### src/rpc_pkg.sv
// Shared constants, types and timing figures of the reset and pin output control block.
// Assumes a single 125 MHz system clock and synchronous pin inputs.
package rpc_pkg;

  // ***************************************************************
  // Clock and timing
  // ***************************************************************
  localparam int unsigned CLK_KHZ        = 125000; // System clock rate in kHz
  localparam int unsigned REC_TIME_MS    = 250;    // Power-up recovery delay
  localparam int unsigned DEB_TIME_MS    = 250;    // Button debounce time
  localparam int unsigned PULSE_TIME_MS  = 250;    // Pushbutton reset pulse
  localparam int unsigned OSF_TIME_MS    = 100;    // Oscillator stop detect time
  localparam int unsigned TIMER_W        = 25;     // Width of the delay counters

  // Whole cycles in a time given in ms (rounded down; figures are exact)
  function automatic int unsigned ms_to_cycles(input int unsigned ms);
    longint unsigned prod;
    prod = longint'(ms) * longint'(CLK_KHZ);
    return int'(prod);
  endfunction

  localparam int unsigned REC_CYCLES   = ms_to_cycles(REC_TIME_MS);
  localparam int unsigned DEB_CYCLES   = ms_to_cycles(DEB_TIME_MS);
  localparam int unsigned PULSE_CYCLES = ms_to_cycles(PULSE_TIME_MS);
  localparam int unsigned OSF_CYCLES   = ms_to_cycles(OSF_TIME_MS);

  // ***************************************************************
  // Register map
  // ***************************************************************
  localparam logic [7:0] CONTROL_REG_ADDR  = 8'h0e; // Control register offset
  localparam logic [7:0] CONTROL_REG_RESET = 8'h1c; // Irq select and rate bits set
  localparam logic [7:0] UNMAPPED_RDATA    = 8'h00; // Other offsets read as zero

  // Control register layout, bit 7 down to bit 0
  typedef struct packed {
    logic       osc_disable_bit;   // Oscillator off
    logic       batt_square_en;    // Square wave on backup supply
    logic       convert_temp;      // Temperature conversion request
    logic       rate_select_high;  // Rate select, upper bit
    logic       rate_select_low;   // Rate select, lower bit
    logic       irq_select_bit;    // 1: interrupt, 0: square wave
    logic [1:0] alarm_enable;      // Per alarm interrupt enable
  } rpc_ctrl_t;

  // Read or write request toward the register file
  typedef struct packed {
    logic       wr;    // Write strobe, one cycle
    logic       rd;    // Read strobe, one cycle
    logic [7:0] addr;  // Register offset
    logic [7:0] wdata; // Write data
  } rpc_req_t;

  // Square wave taps into the oscillator edge counter, per rate code
  localparam int unsigned SQ_DIV_W = 15;
  localparam int unsigned SQ_TAP_8K = 1;  // 8.192 kHz
  localparam int unsigned SQ_TAP_4K = 2;  // 4.096 kHz
  localparam int unsigned SQ_TAP_1K = 4;  // 1.024 kHz
  localparam int unsigned SQ_TAP_1H = 14; // 1 Hz

  // Reset pin sequencer states, Gray along the usual path
  typedef enum logic [2:0] {
    RS_IDLE  = 3'b000, // Pin released, watching for a press
    RS_DEB   = 3'b001, // Debounce, pin pulled low
    RS_WAIT  = 3'b011, // Released, waiting for button release
    RS_PULSE = 3'b010, // Reset pulse, pin pulled low
    RS_PF    = 3'b110, // Supply below threshold, pin low
    RS_REC   = 3'b111  // Recovery after supply returns
  } rpc_rst_state_t;

endpackage

### src/rpc_pin_control.sv
// Reset pin sequencer, multifunction pin, reference clock out and stop flag.
// Assumes synchronous pin inputs, one clock, and a serial engine that issues
// one-cycle read and write strobes to the register port.
//
// What this block does
// - Irq select 0 gives rate-selected square wave
// - Irq select 1 pulls pin on enabled alarm
// - Irq select bit is 1 after power-up
// - Multifunction pin only pulled low or released
// - Irq select bit lives in register 0x0e
// - Reset pin low while supply below threshold
// - Hold reset low for recovery, then release
// - Debounce button press, then assert reset
// - Oscillator disabled skips the recovery delay
// - Recovery delay only with oscillator enabled, running
// - Reset pin does not disturb internal state
// - Reference clock output when enabled, any supply
// - Stop flag set at reset, else only after stop detect interval
// - Recovery interval is about 250 ms
// - After debounce, wait release, pulse 250 ms
// - Stop detect interval is about 100 ms
`timescale 1ns/1ps
module rpc_pin_control
  import rpc_pkg::*;
#(
  parameter int unsigned REC_CYC   = REC_CYCLES,   // Recovery delay in cycles
  parameter int unsigned DEB_CYC   = DEB_CYCLES,   // Debounce time in cycles
  parameter int unsigned PULSE_CYC = PULSE_CYCLES, // Reset pulse in cycles
  parameter int unsigned OSF_CYC   = OSF_CYCLES    // Stop detect in cycles
) (
  input  wire logic       sys_clk,
  input  wire logic       rst_n,
  input  wire rpc_req_t   reg_req,          // Register access from serial engine
  output logic [7:0]      reg_rdata_q,      // Read data, valid cycle after read
  input  wire logic       vcc_ok,           // Supply above power fail threshold
  input  wire logic       osc_running,      // Oscillator is running
  input  wire logic       ref_clk_in,       // Oscillator reference clock level
  input  wire logic       ref_clk_en,       // Reference clock output enable
  input  wire logic [1:0] alarm_match,      // Alarm match flags from comparators
  input  wire logic       osf_clear,        // Clear of the oscillator stop flag
  output logic            osc_stopped_flag, // Sticky oscillator stop flag
  input  wire logic       rst_pin_in,       // Reset pin level
  output logic            rst_pin_out,      // Reset pin drive value
  output logic            rst_pin_oe,       // Reset pin pulled low
  output logic            irq_or_square_out,// Multifunction pin drive value
  output logic            irq_or_square_oe, // Multifunction pin pulled low
  output logic            ref_clock_out,    // Reference clock drive value
  output logic            ref_clock_oe      // Reference clock pin pulled low
);

  // ***************************************************************
  // Parameter checks
  // ***************************************************************
  initial begin
    if (REC_CYC < 2 || DEB_CYC < 2 || PULSE_CYC < 2 || OSF_CYC < 2)
      $error("rpc_pin_control: delay counts must be at least 2");
    if (REC_CYC >= (1 << TIMER_W) || DEB_CYC >= (1 << TIMER_W) ||
        PULSE_CYC >= (1 << TIMER_W) || OSF_CYC >= (1 << TIMER_W))
      $error("rpc_pin_control: delay counts exceed timer width");
  end

  // ***************************************************************
  // Control register
  // ***************************************************************
  rpc_ctrl_t ctrl_q; // Control register contents

  // Write decode; the reset pin never touches this register
  always_ff @(posedge sys_clk or negedge rst_n) begin
    if (!rst_n) begin
      ctrl_q <= rpc_ctrl_t'(CONTROL_REG_RESET);
    end else if (reg_req.wr && reg_req.addr == CONTROL_REG_ADDR) begin
      ctrl_q <= rpc_ctrl_t'(reg_req.wdata);
    end
  end

  // Read decode, unmapped offsets read as zero
  always_ff @(posedge sys_clk or negedge rst_n) begin
    if (!rst_n) begin
      reg_rdata_q <= UNMAPPED_RDATA;
    end else if (reg_req.rd) begin
      if (reg_req.addr == CONTROL_REG_ADDR) begin
        reg_rdata_q <= ctrl_q;
      end else begin
        reg_rdata_q <= UNMAPPED_RDATA;
      end
    end
  end

  // ***************************************************************
  // Reset pin sequencer
  // ***************************************************************
  rpc_rst_state_t     st_q;        // Sequencer state
  rpc_rst_state_t     st_d;        // Next state
  logic               pin_prev_q;  // Reset pin level last cycle
  logic               tmr_start;   // Start the delay timer
  logic               tmr_abort;   // Stop the delay timer
  logic [TIMER_W-1:0] tmr_load;    // Delay to run
  logic               tmr_done;    // Delay expired
  logic               pin_fall;    // Falling edge on reset pin
  logic               pin_rise;    // Rising edge on reset pin
  logic               rec_needed;  // Oscillator on and running

  assign pin_fall   = pin_prev_q && !rst_pin_in;
  assign pin_rise   = !pin_prev_q && rst_pin_in;
  assign rec_needed = !ctrl_q.osc_disable_bit && osc_running;

  // Previous pin level for edge detection
  always_ff @(posedge sys_clk or negedge rst_n) begin
    if (!rst_n) begin
      pin_prev_q <= 1'b0;
    end else begin
      pin_prev_q <= rst_pin_in;
    end
  end

  // Next state and timer control
  always_comb begin
    st_d      = st_q;
    tmr_start = 1'b0;
    tmr_abort = 1'b0;
    tmr_load  = '0;
    if (!vcc_ok) begin
      // Power fail overrides everything
      st_d      = RS_PF;
      tmr_abort = 1'b1;
    end else begin
      case (st_q)
        RS_PF: begin
          if (rec_needed) begin
            st_d      = RS_REC;
            tmr_start = 1'b1;
            tmr_load  = TIMER_W'(REC_CYC);
          end else begin
            st_d = RS_IDLE;
          end
        end
        RS_REC: begin
          if (tmr_done) st_d = RS_IDLE;
        end
        RS_IDLE: begin
          if (pin_fall) begin
            st_d      = RS_DEB;
            tmr_start = 1'b1;
            tmr_load  = TIMER_W'(DEB_CYC);
          end
        end
        RS_DEB: begin
          if (tmr_done) st_d = RS_WAIT;
        end
        RS_WAIT: begin
          if (pin_rise) begin
            st_d      = RS_PULSE;
            tmr_start = 1'b1;
            tmr_load  = TIMER_W'(PULSE_CYC);
          end
        end
        RS_PULSE: begin
          if (tmr_done) st_d = RS_IDLE;
        end
        default: begin
          st_d = RS_PF;
        end
      endcase
    end
  end

  // State register, starts as after a power fail
  always_ff @(posedge sys_clk or negedge rst_n) begin
    if (!rst_n) begin
      st_q <= RS_PF;
    end else begin
      st_q <= st_d;
    end
  end

  // Open-drain reset drive follows the next state
  always_ff @(posedge sys_clk or negedge rst_n) begin
    if (!rst_n) begin
      rst_pin_oe  <= 1'b1;
      rst_pin_out <= 1'b0;
    end else begin
      rst_pin_oe  <= (st_d != RS_IDLE) && (st_d != RS_WAIT);
      rst_pin_out <= 1'b0;
    end
  end

  // Shared delay timer for recovery, debounce and pulse
  rpc_delay_timer #(
    .W (TIMER_W)
  ) u_timer (
    .sys_clk (sys_clk),
    .rst_n   (rst_n),
    .start   (tmr_start),
    .abort   (tmr_abort),
    .load    (tmr_load),
    .done    (tmr_done)
  );

  // ***************************************************************
  // Multifunction pin
  // ***************************************************************
  logic                ref_prev_q; // Reference clock level last cycle
  logic [SQ_DIV_W-1:0] sq_div_q;   // Oscillator edge counter
  logic                sq_bit;     // Selected square wave level
  logic                irq_active; // Enabled alarm has matched

  // Count oscillator rising edges for the square wave divider
  always_ff @(posedge sys_clk or negedge rst_n) begin
    if (!rst_n) begin
      ref_prev_q <= 1'b0;
      sq_div_q   <= '0;
    end else begin
      ref_prev_q <= ref_clk_in;
      if (ref_clk_in && !ref_prev_q) sq_div_q <= sq_div_q + SQ_DIV_W'(1);
    end
  end

  // Rate select picks a divider tap
  always_comb begin
    case ({ctrl_q.rate_select_high, ctrl_q.rate_select_low})
      2'b00:   sq_bit = sq_div_q[SQ_TAP_1H];
      2'b01:   sq_bit = sq_div_q[SQ_TAP_1K];
      2'b10:   sq_bit = sq_div_q[SQ_TAP_4K];
      default: sq_bit = sq_div_q[SQ_TAP_8K];
    endcase
  end

  assign irq_active = |(alarm_match & ctrl_q.alarm_enable);

  // Pin is pulled low or released, never driven high
  always_ff @(posedge sys_clk or negedge rst_n) begin
    if (!rst_n) begin
      irq_or_square_oe  <= 1'b0;
      irq_or_square_out <= 1'b0;
    end else begin
      irq_or_square_out <= 1'b0;
      if (ctrl_q.irq_select_bit) begin
        irq_or_square_oe <= irq_active;
      end else begin
        irq_or_square_oe <= !sq_bit;
      end
    end
  end

  // ***************************************************************
  // Reference clock output
  // ***************************************************************
  // Open-drain copy of the oscillator when enabled, on either supply
  always_ff @(posedge sys_clk or negedge rst_n) begin
    if (!rst_n) begin
      ref_clock_oe  <= 1'b0;
      ref_clock_out <= 1'b0;
    end else begin
      ref_clock_oe  <= ref_clk_en && !ref_clk_in;
      ref_clock_out <= 1'b0;
    end
  end

  // ***************************************************************
  // Oscillator stop detection
  // ***************************************************************
  logic [TIMER_W-1:0] stop_cnt_q; // Cycles the oscillator has been stopped

  // Count stopped cycles, reset as soon as it runs
  always_ff @(posedge sys_clk or negedge rst_n) begin
    if (!rst_n) begin
      stop_cnt_q <= '0;
    end else if (osc_running) begin
      stop_cnt_q <= '0;
    end else if (stop_cnt_q < TIMER_W'(OSF_CYC)) begin
      stop_cnt_q <= stop_cnt_q + TIMER_W'(1);
    end
  end

  // Sticky flag, a new detection wins over a clear
  always_ff @(posedge sys_clk or negedge rst_n) begin
    if (!rst_n) begin
      osc_stopped_flag <= 1'b1;
    end else if (stop_cnt_q == TIMER_W'(OSF_CYC - 1) && !osc_running) begin
      osc_stopped_flag <= 1'b1;
    end else if (osf_clear) begin
      osc_stopped_flag <= 1'b0;
    end
  end
endmodule // rpc_pin_control

### src/rpc_delay_timer.sv
// Down-counting delay timer with load and one-cycle done pulse.
// Assumes the caller holds the load value stable only on the start cycle.
`timescale 1ns/1ps
module rpc_delay_timer
  import rpc_pkg::*;
#(
  parameter int unsigned W = TIMER_W
) (
  input  wire logic         sys_clk,
  input  wire logic         rst_n,
  input  wire logic         start,   // Load and run
  input  wire logic         abort,   // Stop without done
  input  wire logic [W-1:0] load,    // Cycles to run
  output logic              done     // One cycle pulse at expiry
);

  // ***************************************************************
  // Counter
  // ***************************************************************
  logic [W-1:0] count_q; // Remaining cycles
  logic         run_q;   // Counting

  initial begin
    if (W < 2) $error("rpc_delay_timer: width too small");
  end

  // Load, count down, flag expiry
  always_ff @(posedge sys_clk or negedge rst_n) begin
    if (!rst_n) begin
      count_q <= '0;
      run_q   <= 1'b0;
      done    <= 1'b0;
    end else begin
      done <= 1'b0;
      if (abort) begin
        run_q <= 1'b0;
      end else if (start) begin
        count_q <= load;
        run_q   <= 1'b1;
      end else if (run_q) begin
        if (count_q <= W'(1)) begin
          run_q <= 1'b0;
          done  <= 1'b1;
        end else begin
          count_q <= count_q - W'(1);
        end
      end
    end
  end

endmodule // rpc_delay_timer

### config.mk
export PLATFORM = sky130hd
export DESIGN_NAME = rpc_pin_control
export DESIGN_NICKNAME = d
export VERILOG_FILES = /design/src/rpc_pkg.sv /design/src/rpc_pin_control.sv /design/src/rpc_delay_timer.sv
export SDC_FILE = /design/constraint.sdc
export NUM_CORES = 1
export LEC_CHECK = 0
export BUFFER_PORTS_ARGS = -buffer_cell sky130_fd_sc_hd__buf_4
export CAP_MARGIN = 25
export CORE_ASPECT_RATIO = 0.8
export CORE_MARGIN = 5
export CORE_UTILIZATION = 40
export CTS_CLUSTER_DIAMETER = 60
export CTS_CLUSTER_SIZE = 10
export DETAILED_ROUTE_END_ITERATION = 8
export PLACE_DENSITY_LB_ADDON = 0.05
export SETUP_SLACK_MARGIN = 0.3
export SYNTH_ARGS = -nofsm -noshare
export SYNTH_HDL_FRONTEND = slang
export SYNTH_SLANG_ARGS = --single-unit
### constraint.sdc
create_clock -name sys_clk -period 2.6 [get_ports sys_clk]
set_input_delay 0.52 -clock sys_clk [delete_from_list [all_inputs] [get_ports sys_clk]]
set_output_delay 0.52 -clock sys_clk [all_outputs]
set_load 0.02 [all_outputs]
# Yosys cells after proc, flatten, opt, wreduce, memory -nomap -nowiden
# Index checks and enable logic that the tools add are counted.
[totals]
register_bits = 92
latch_bits = 0
mem_bits_rw = 0
mem_bits_ro = 0
input_bits = 28
elab_cells = 95
mem_count = 0
[classes]
addsub = 3
n_mul = 0
div_mod_pow = 0
magnitude_cmp = 2
eq_ne = 11
shifts = 0
muxes = 34
bitwise = 1
reduce_logical = 24
[ops]
columns = ["cell", "count"]
rows = [
  ["2-to-1 mux 25 bit", 8],
  ["case mux 25 bit (3 select lines)", 1],
  ["adder 25 x 1 -> 25 bit, second input constant", 1],
  ["== test 25 x 24 -> 1 bit, second input constant", 1],
  ["<= comparator 25 x 1 -> 1 bit, second input constant", 1],
  ["less-than comparator 25 x 24 -> 1 bit, second input constant", 1],
  ["subtractor 25 x 1 -> 25 bit, second input constant", 1],
  ["2-to-1 mux 3 bit", 6],
  ["adder 15 x 1 -> 15 bit, second input constant", 1],
  ["2-to-1 mux 1 bit", 15],
  ["case mux 3 bit (5 select lines)", 1],
  ["== test 8 x 4 -> 1 bit, second input constant", 1],
  ["logical AND 1 bit", 8],
  ["2-to-1 mux 8 bit", 1],
  ["logical NOT 1 bit", 7],
  ["== test 3 x 2 -> 1 bit, second input constant", 2],
  ["== test 3 bit, second input constant", 2],
  ["case mux 1 bit (3 select lines)", 2],
  ["nonzero test 2 bit", 3],
  ["OR reduction 2 bit", 2],
  ["== test 3 x 1 -> 1 bit, second input constant", 1],
  ["logical NOT 3 bit", 1],
  ["!= test 3 x 2 -> 1 bit, second input constant", 1],
  ["AND reduction 3 bit", 1],
  ["other kinds (6)", 6],
]

# Logic depth before layout (Yosys ltp)
# Gate-level depths: netlist of the first run.
[logic_depth]
ltp_word = 7
mapped_depth = 8
depth_no_buf = 7

# Hierarchy
# Synthesis of the first run repeated with hierarchy kept, for this count alone.
[unflattened]
hier_cells = 519
area_unflattened_um2 = 4982.3
[by_module_without_submodules]
columns = ["mod", "instances", "cells_each", "area_each_um2", "seq_area_each_um2"]
rows = [
  ["rpc_pin_control", 1, 321, 3223.1, 1635.3],
  ["rpc_delay_timer", 1, 198, 1759.2, 675.6],
]

# Worst setup path after synthesis of the first run
# Ideal clock, no wire load.
[synth_timing]
kind = "register to register"
from = "reg stop_cnt_q[7]"
to = "reg stop_cnt_q[20]"
setup_ns = 0.128
t_arrival_ns = 2.005
required_time_ns = 2.472
setup_slack_ns = 0.468
path_stages_with_launch = 7
n_path_buf = 1
path_cell_list = "dfrtp_1 -> or4_4 -> o2111ai_2 -> a32oi_2 -> buf_6 -> nor4_4 -> mux2_1"
[synth_via]
elab_chain_cells = 3
word_cells_on_any_way = 5
classes_between = "add/sub: 1; order compare: 1; mux: 2; reduce/logical: 1"
[synth_rtl]
columns = ["element", "line", "source"]
rows = [
  ["start, declared", "rpc_pin_control.sv:262", "logic [TIMER_W-1:0] stop_cnt_q;"],
  ["start signal, assigned", "rpc_pin_control.sv:271", "stop_cnt_q <= stop_cnt_q + TIMER_W'(1);"],
  ["adder 25 x 1 -> 25 bit", "rpc_pin_control.sv:271", ""],
  ["2-to-1 mux 25 bit", "rpc_pin_control.sv:270", "end else if (stop_cnt_q < TIMER_W'(OSF_CYC)) begin"],
  ["2-to-1 mux 25 bit", "rpc_pin_control.sv:268", "end else if (osc_running) begin"],
]
# Several ways; a longest one is shown, not always the timed one. The select of a mux whose other input is x is not followed.
# A chain may end at the register's enable or synchronous reset.

# Worst setup path in the final report of the first run
[layout_timing]
from = "reg stop_cnt_q[8]"
to = "reg stop_cnt_q[13]"
# The elaborated chain is that of the path after synthesis.

==> results of run 1 <==
flip-flops by register name (all words and copies together), names as in the netlist:
signal,cells
stop_cnt_q,25
u_timer.count_q,25
sq_div_q,15
ctrl_q,8
reg_rdata_q,8
st_q,3
irq_or_square_oe,1
osc_stopped_flag,1
pin_prev_q,1
ref_clock_oe,1
ref_prev_q,1
rst_pin_oe,1
u_timer.done,1
u_timer.run_q,1
cells in the final DEF, fill, tap and decap left out, types with 6 or more instances in the layout:
master,Yosys,final
nor2_1,32,32
and3_1,10,10
o21ai_0,23,20
dfstp_2,7,7
clkbuf_16,0,11
xnor2_1,20,20
nand4_1,11,11
nor3_1,10,10
xor2_1,8,8
a211oi_1,6,6
mux2_2,11,11
a22o_1,8,8
nand3_1,24,24
a21oi_2,0,6
inv_1,14,14
nand2_1,32,32
or3_1,22,20
dfrtp_1,85,84
a21oi_1,26,20
buf_4,3,60
nor2b_1,8,8
cells in the mapped netlist (3+ instances only):
library cell,instances
nand3_1,24
inv_1,14
mux2_2,11
or3_1,22
buf_2,4
a211oi_1,6
o21ai_0,23
nand4b_1,4
nor2_1,32
xnor2_1,20
a31oi_1,5
or2_2,3
and4_1,4
o31ai_1,4
nor4_1,4
dfstp_2,7
a2111oi_0,3
dfrtp_1,85
a22o_1,8
or4_1,5
nand4_1,11
nand2b_1,3
buf_4,3
ha_1,4
nor3_1,10
and2_1,3
and3_1,10
o21a_1,3
a21oi_1,26
nor2b_1,8
xor2_1,8
clkbuf_1,9
nand2_1,32
per-layer routing:
layer	part of all wire, %	GRT usage, %	up-vias
met5	0	0	-
met4	1.1	4.92	0
met3	5.0	3.42	10
met2	43	22.5	77
met1	51	25.9	1809
li1	-	-	1806
stage by stage:
stage | util, % | cell area [sq um]
final | 49.6 | 5700
after global routing | 49.6 | 5700
after CTS | 48.0 | 5500
after detailed placement | 45.0 | 5160
after global placement | 45.0 | 5160
after floorplan | - | 4670
area by class of cell:
cell class                      count  area, sq um  area share [%]
Multi-Input combinational cell    338         2340            41.2
Inverter                           15         56.3           0.989
Sequential cell                    92         2310            40.6
Clock inverter                      6         47.5           0.835
Clock buffer                       10          229            4.02
Tap cell                          148          185            3.25
Timing Repair Buffer               63          520            9.14
kinds of logic after synthesis:
logic type	after synthesis	synth area share, %
other cells	1	0.0805
flops	92	49.6
mux	14	3.60
buf+inv	32	3.09
simple gates	194	24.2
compound gates	93	13.1
xor+xnor	28	5.26
fa+ha+maj	4	1.07
power by group through the flow:
stage	clock network [mW]	logic [mW]	registers, mW
after global placement	0	0.471	1.71
after global routing	1.35	0.541	1.73
after CTS	1.29	0.482	1.69
final	1.23	0.479	1.70
after detailed placement	0	0.480	1.72
after floorplan	0	0.307	1.69
final timing paths:
path / endpoint / slack [ns] / cells past startpoint
min: reg_rdata_q[0] / 0.19 / 1
max reg2reg: stop_cnt_q[13] / 0.31 / 6
max: stop_cnt_q[13] / 0.31 / 6
min in group sys_clk: ref_prev_q / 0.30 / 1
min reg2reg: sq_div_q[8] / 0.47 / 1
max in group asynchronous: u_timer.count_q[12] / 1.65 / 2
timing repair:
| action | CTS | global route |
|---|---|---|
| gates resized for setup | 5 | 20 |
| setup endpoints to repair | 17 | 25 |
| buffers inserted | 0 | 8 |
| pin swaps | 2 | 10 |
| gates cloned | 2 | 2 |
==> flow_summary.json, run 1 <==
{
  "outcome": "finished, final reports clean",
  "hold_violations": 0,
  "antenna_cells": 0,
  "synth_edf_count": 0,
  "cp_slowest_cell": "or4_4",
  "rows": 35,
  "ys.flop_type": "dfrtp_1",
  "postRouteAntennaNets": 0,
  "powerDensity_nw_per_um2": 599,
  "synth_top_cell_area_share_pct": 45.7,
  "die_y_um": 107,
  "synth_top_cell_by_area": "dfrtp_1",
  "vias": 3702,
  "numPortBuffers": 39,
  "max_freq_ghz": 0.437,
  "ys_ff_latch": 92,
  "track_usage_pct": 16.5,
  "detailedPlace.worstSlack_ns": 0.168,
  "grt_max_degree": 49,
  "pwr-share-clk_pct": 36.2,
  "worstPathArrival_ns": 2.52,
  "cts.path.max_buffers": 2,
  "ir_drop_mv": 0.331,
  "clock_skew_ns": 0.00665,
  "p_int_mw": 2.43,
  "grt_antenna_before_repair": 0,
  "syn-cell-area_sq_um": 4660,
  "path_cells": "or4_4 -> o2111ai_4 -> a32oi_4 -> buf_4 -> nor4_2 -> mux2_2",
  "end_kind": "flip-flop",
  "numPlacedInstances": 644,
  "synthTopCellsByArea": "dfrtp_1 46%, dfstp_2 3.9%, xnor2_1 3.8%",
  "worstPathRequired_ns": 2.83,
  "cts_tree": "built",
  "async_flop_share_pct": 100,
  "relSlewSlack_pct": 47.6,
  "worstSetupStartpointType": "flip-flop",
  "yosys_warnings": 0,
  "worstSetupStartpoint": "stop_cnt_q[8]",
  "avgViaCountPerCell": 5.51,
  "cts_buffers": 9,
  "clock_sinks": 92,
  "drtIter0Drc": 331,
  "die-area_sq_um": 13900,
  "core_sq_um": 11500,
  "whs_ns": 0.192,
  "critPathBufInv": 1,
  "hold_class": "primary input to async pin",
  "cp_top_family": "simple AND/OR/NAND/NOR gates",
  "timing.final.crit_share_pct": 88.0,
  "io_pins": 43,
  "tns_ns": 0,
  "p_sw_uw": 979,
  "comb_power_share_pct": 14.0,
  "power_mw": 3.41,
  "fin_ws_ns": 0.311,
  "fillers": 1027,
  "path_clk_slew_ns": 0.07,
  "syn_area_per_cell_sq_um": 10.2,
  "wl_per_cell_um": 16.4,
  "rr_startpoint": "stop_cnt_q[8]",
  "power_frac_seq_pct": 49.8,
  "globalRouteOverflowTotal": 0,
  "htree_levels": 3,
  "synthCells": 458,
  "initial_core_util_pct": 40.6,
  "p_sw_share_pct": 28.7,
  "final_nets": 551,
  "drive_above_1_share_pct": 24.2,
  "grt_pass1_vias": 3537,
  "root_buffer": "clkbuf_16",
  "worst_pin_slew_ns": 0.780,
  "place_congestion": 0.845,
  "yosys.cell_types.count": 65,
  "crit_fanout": 7,
  "fin_cells": 672,
  "routed_wl_um": 11000,
  "period_minus_slack_ns": 2.29,
  "area_growth_pct": 22.3,
  "grt_pass1_wl_um": 18300,
  "cts_hold_buf": 0,
  "die_w_um": 131,
  "yosysSeqAreaShare_pct": 49.6,
  "dr.pass1.iters": 5,
  "max-cap-violations": 0,
  "hpwl_um": 7360,
  "insertion_delay_ns": 0.34,
  "setup_viol": 0,
  "total_leakage_power_nw": 2.26,
  "rsz0062_at_grt": "true",
  "drc": 0,
  "crit_type": "flip-flop to flip-flop",
  "slowest_delay_ns": 0.55,
  "maxSlewViolCount": 0
}
(Power assumes the default switching activity.)
==> run 2: changes to the inputs <==
--- a/config.mk
+++ b/config.mk
@@ -17,4 +17,5 @@
 export SETUP_SLACK_MARGIN = 0.3
 export SYNTH_ARGS = -nofsm -noshare
 export SYNTH_HDL_FRONTEND = slang
+export SYNTH_HIERARCHICAL = 1
 export SYNTH_SLANG_ARGS = --single-unit
==> flow_summary.json, run 2 <==
{
  "initial_core_util_pct": 40.8,
  "rsz0062_at_grt": "true",
  "synth_edf_count": 0,
  "grt_pass1_vias": 4095,
  "fin_ws_ns": 0.325,
  "postRouteAntennaNets": 0,
  "yosysMostFrequentCell": "dfrtp_1",
  "drive_above_1_share_pct": 27.0,
  "path_depth": 9,
  "cp_top_family": "simple AND/OR/NAND/NOR gates",
  "globalRouteOverflowTotal": 0,
  "drtIter0Drc": 386,
  "path_clk_slew_ns": 0.07,
  "cts_buffers": 9,
  "fin_area_sq_um": 6340,
  "die-area_sq_um": 14800,
  "vias": 4319,
  "timing.final.crit_share_pct": 87.5,
  "crit_fanout": 13,
  "die_y_um": 110,
  "synthTopCellsByCount": "85 x dfrtp_1, 44 x nor2_1, 34 x nand2_1",
  "core_sq_um": 12200,
  "worstPathArrival_ns": 2.57,
  "critPathBufInv": 3,
  "routed_wl_um": 12400,
  "reg_top3": "stop_cnt_q: 25 flops, u_timer/count_q: 25 flops, sq_div_q: 15 flops",
  "hold_violations": 0,
  "period_minus_slack_ns": 2.28,
  "final_nets": 639,
  "yosysSeqAreaShare_pct": 46.4,
  "outcome": "finished, final reports clean",
  "synth_xor_area_share_pct": 3.34,
  "synth-adder-area-share_pct": 1.00,
  "io_pins": 43,
  "insertion_delay_ns": 0.35,
  "worstSetupStartpointType": "flip-flop",
  "async_flop_share_pct": 100,
  "cp_slowest_cell": "nor3_4",
  "final_cell_mix": "84 x dfrtp_1, 80 x buf_4, 40 x nor2_1",
  "synth_top_family_by_area": "simple AND/OR/NAND/NOR gates",
  "cts.path.max_buffers": 2,
  "clock_sinks": 92,
  "root_buffer": "clkbuf_16",
  "mostFrequentLayoutCell": "dfrtp_1",
  "synthCells": 519,
  "grt_max_degree": 41,
  "cts_tree": "built",
  "ir_drop_mv": 0.419,
  "dr.pass1.iters": 4,
  "detailedPlace.worstSlack_ns": 0.224,
  "yosys.cell_types.count": 69,
  "numPortBuffers": 39,
  "synth_top_cell_by_area": "dfrtp_1",
  "area_growth_pct": 27.2,
  "crit_type": "flip-flop to flip-flop",
  "whs_ns": 0.159,
  "clock_skew_ns": 0.00912,
  "track_usage_pct": 17.6,
  "syn-cell-area_sq_um": 4980,
  "max-cap-violations": 0,
  "fillers": 1103,
  "antenna_cells": 0,
  "ff_latch_area_sq_um": 2310,
  "htree_levels": 3,
  "reg2regPathDepth": 9,
  "maxSlewViolCount": 0,
  "cpMostUsedCell": "buf_4",
  "avgViaCountPerCell": 5.52,
  "tns_ns": 0,
  "total_leakage_power_nw": 2.63,
  "synth_compound_area_share_pct": 16.1,
  "path_cells": "buf_4 -> buf_4 -> ha_1 -> nand3_1 -> nor3_4 -> nor3_4 -> buf_4 -> mux2_2 -> nand2_1",
  "setup_viol": 0,
  "synthSimpleGateAreaFrac_pct": 24.7,
  "multiInputGateArea_sq_um": 2690,
  "die_w_um": 135,
  "hpwl_um": 8560,
  "powerDensity_nw_per_um2": 649,
  "grt_antenna_before_repair": 0,
  "wl_per_cell_um": 15.9,
  "synth_top_cell_area_share_pct": 42.7,
  "slowest_delay_ns": 0.55,
  "worst_pin_slew_ns": 0.707,
  "hold_class": "primary input to async pin",
  "muxShareOfSynthArea_pct": 3.82,
  "worstSetupStartpoint": "u_timer/count_q[0]",
  "rows": 36,
  "drc": 0,
  "syn_area_per_cell_sq_um": 9.60,
  "rr_startpoint": "u_timer/count_q[0]",
  "end_kind": "flip-flop",
  "ys_ff_latch": 92,
  "power_mw": 4.11,
  "placed_cell_area_sq_um": 5660,
  "ys.flop_type": "dfrtp_1",
  "yosys_warnings": 6,
  "place_congestion": 0.836,
  "relSlewSlack_pct": 52.4,
  "synthTopCellsByArea": "dfrtp_1 43%, dfstp_2 3.7%, nor2_1 3.3%",
  "grt_pass1_wl_um": 20800,
  "regToRegSetupSlack_ns": 0.32,
  "worstPathRequired_ns": 2.89,
  "max_freq_ghz": 0.440
}
## run 2: cell types whose count changed after synthesis, moves of 5 or more
cell,before,now
a21oi_1,26,32
a22o_1,8,0
a22oi_1,0,5
a311oi_1,0,8
clkbuf_1,9,17
inv_1,14,24
nand4_1,11,17
nor2_1,32,44
nor4_1,4,12
o22ai_1,1,6
or3_1,22,12
xnor2_1,20,13
## run 2: layout make-up
| cell class | instances | share of cell area [%] |
|---|---|---|
| clock buffer | 12 | 3.89 |
| clock inverter | 4 | 1.15 |
| inverter | 25 | 1.48 |
| multi-input combinational | 392 | 42.5 |
| sequential | 92 | 36.5 |
| tap | 171 | 3.38 |
| timing repair buffer | 87 | 11.1 |
## run 2: where the power goes
part | total (mW) | leakage (nW) | switching, mW | internal (mW)
combinational | 0.800 | 1.30 | 0.407 | 0.393
sequential | 1.89 | 1.17 | 0.260 | 1.63
clock | 1.42 | 0.153 | 0.552 | 0.868
## run 2: logic make-up (layout without fill, tap and decap cells)
logic type      Yosys count  in the layout
simple gates            217            218
compound gates          120            120
flops                    92             92
buf+inv                  50            128
xor+xnor                 19             19
mux                      16             16
fa+ha+maj                 4              4
other cells               1             15
## run 2: layer usage
metal | global-route usage [%] | share of wire (%)
met3 | 4.35 | 4.2
met5 | 0 | 0
met1 | 26.4 | 52
met4 | 4.94 | 1.0
met2 | 25.2 | 43
## run 2: final timing paths
kind / to
setup reg to reg: u_timer/count_q[24]
hold / removal: u_timer/count_q[11]
hold reg to reg: sq_div_q[5]
min in group sys_clk: ref_prev_q
setup / recovery: u_timer/count_q[24]
max in group asynchronous: ctrl_q[3]
## run 2: through the flow
stage / util [%] / std cells
floorplan: - / 533
global placement: 46.4 / 748
detailed placement: 46.4 / 748
CTS: 49.8 / 772
global route: 51.9 / 783
finish: 51.9 / 783
## run 2: timing repair
| item | 4_1_cts | 5_1_grt |
|---|---|---|
| buffers inserted | 8 | 10 |
| hold buffers | 0 | 0 |
| gates cloned | 0 | 1 |
| endpoints found under the setup margin | 23 | 39 |
| pin swaps | 2 | 14 |
| resized for setup | 7 | 32 |
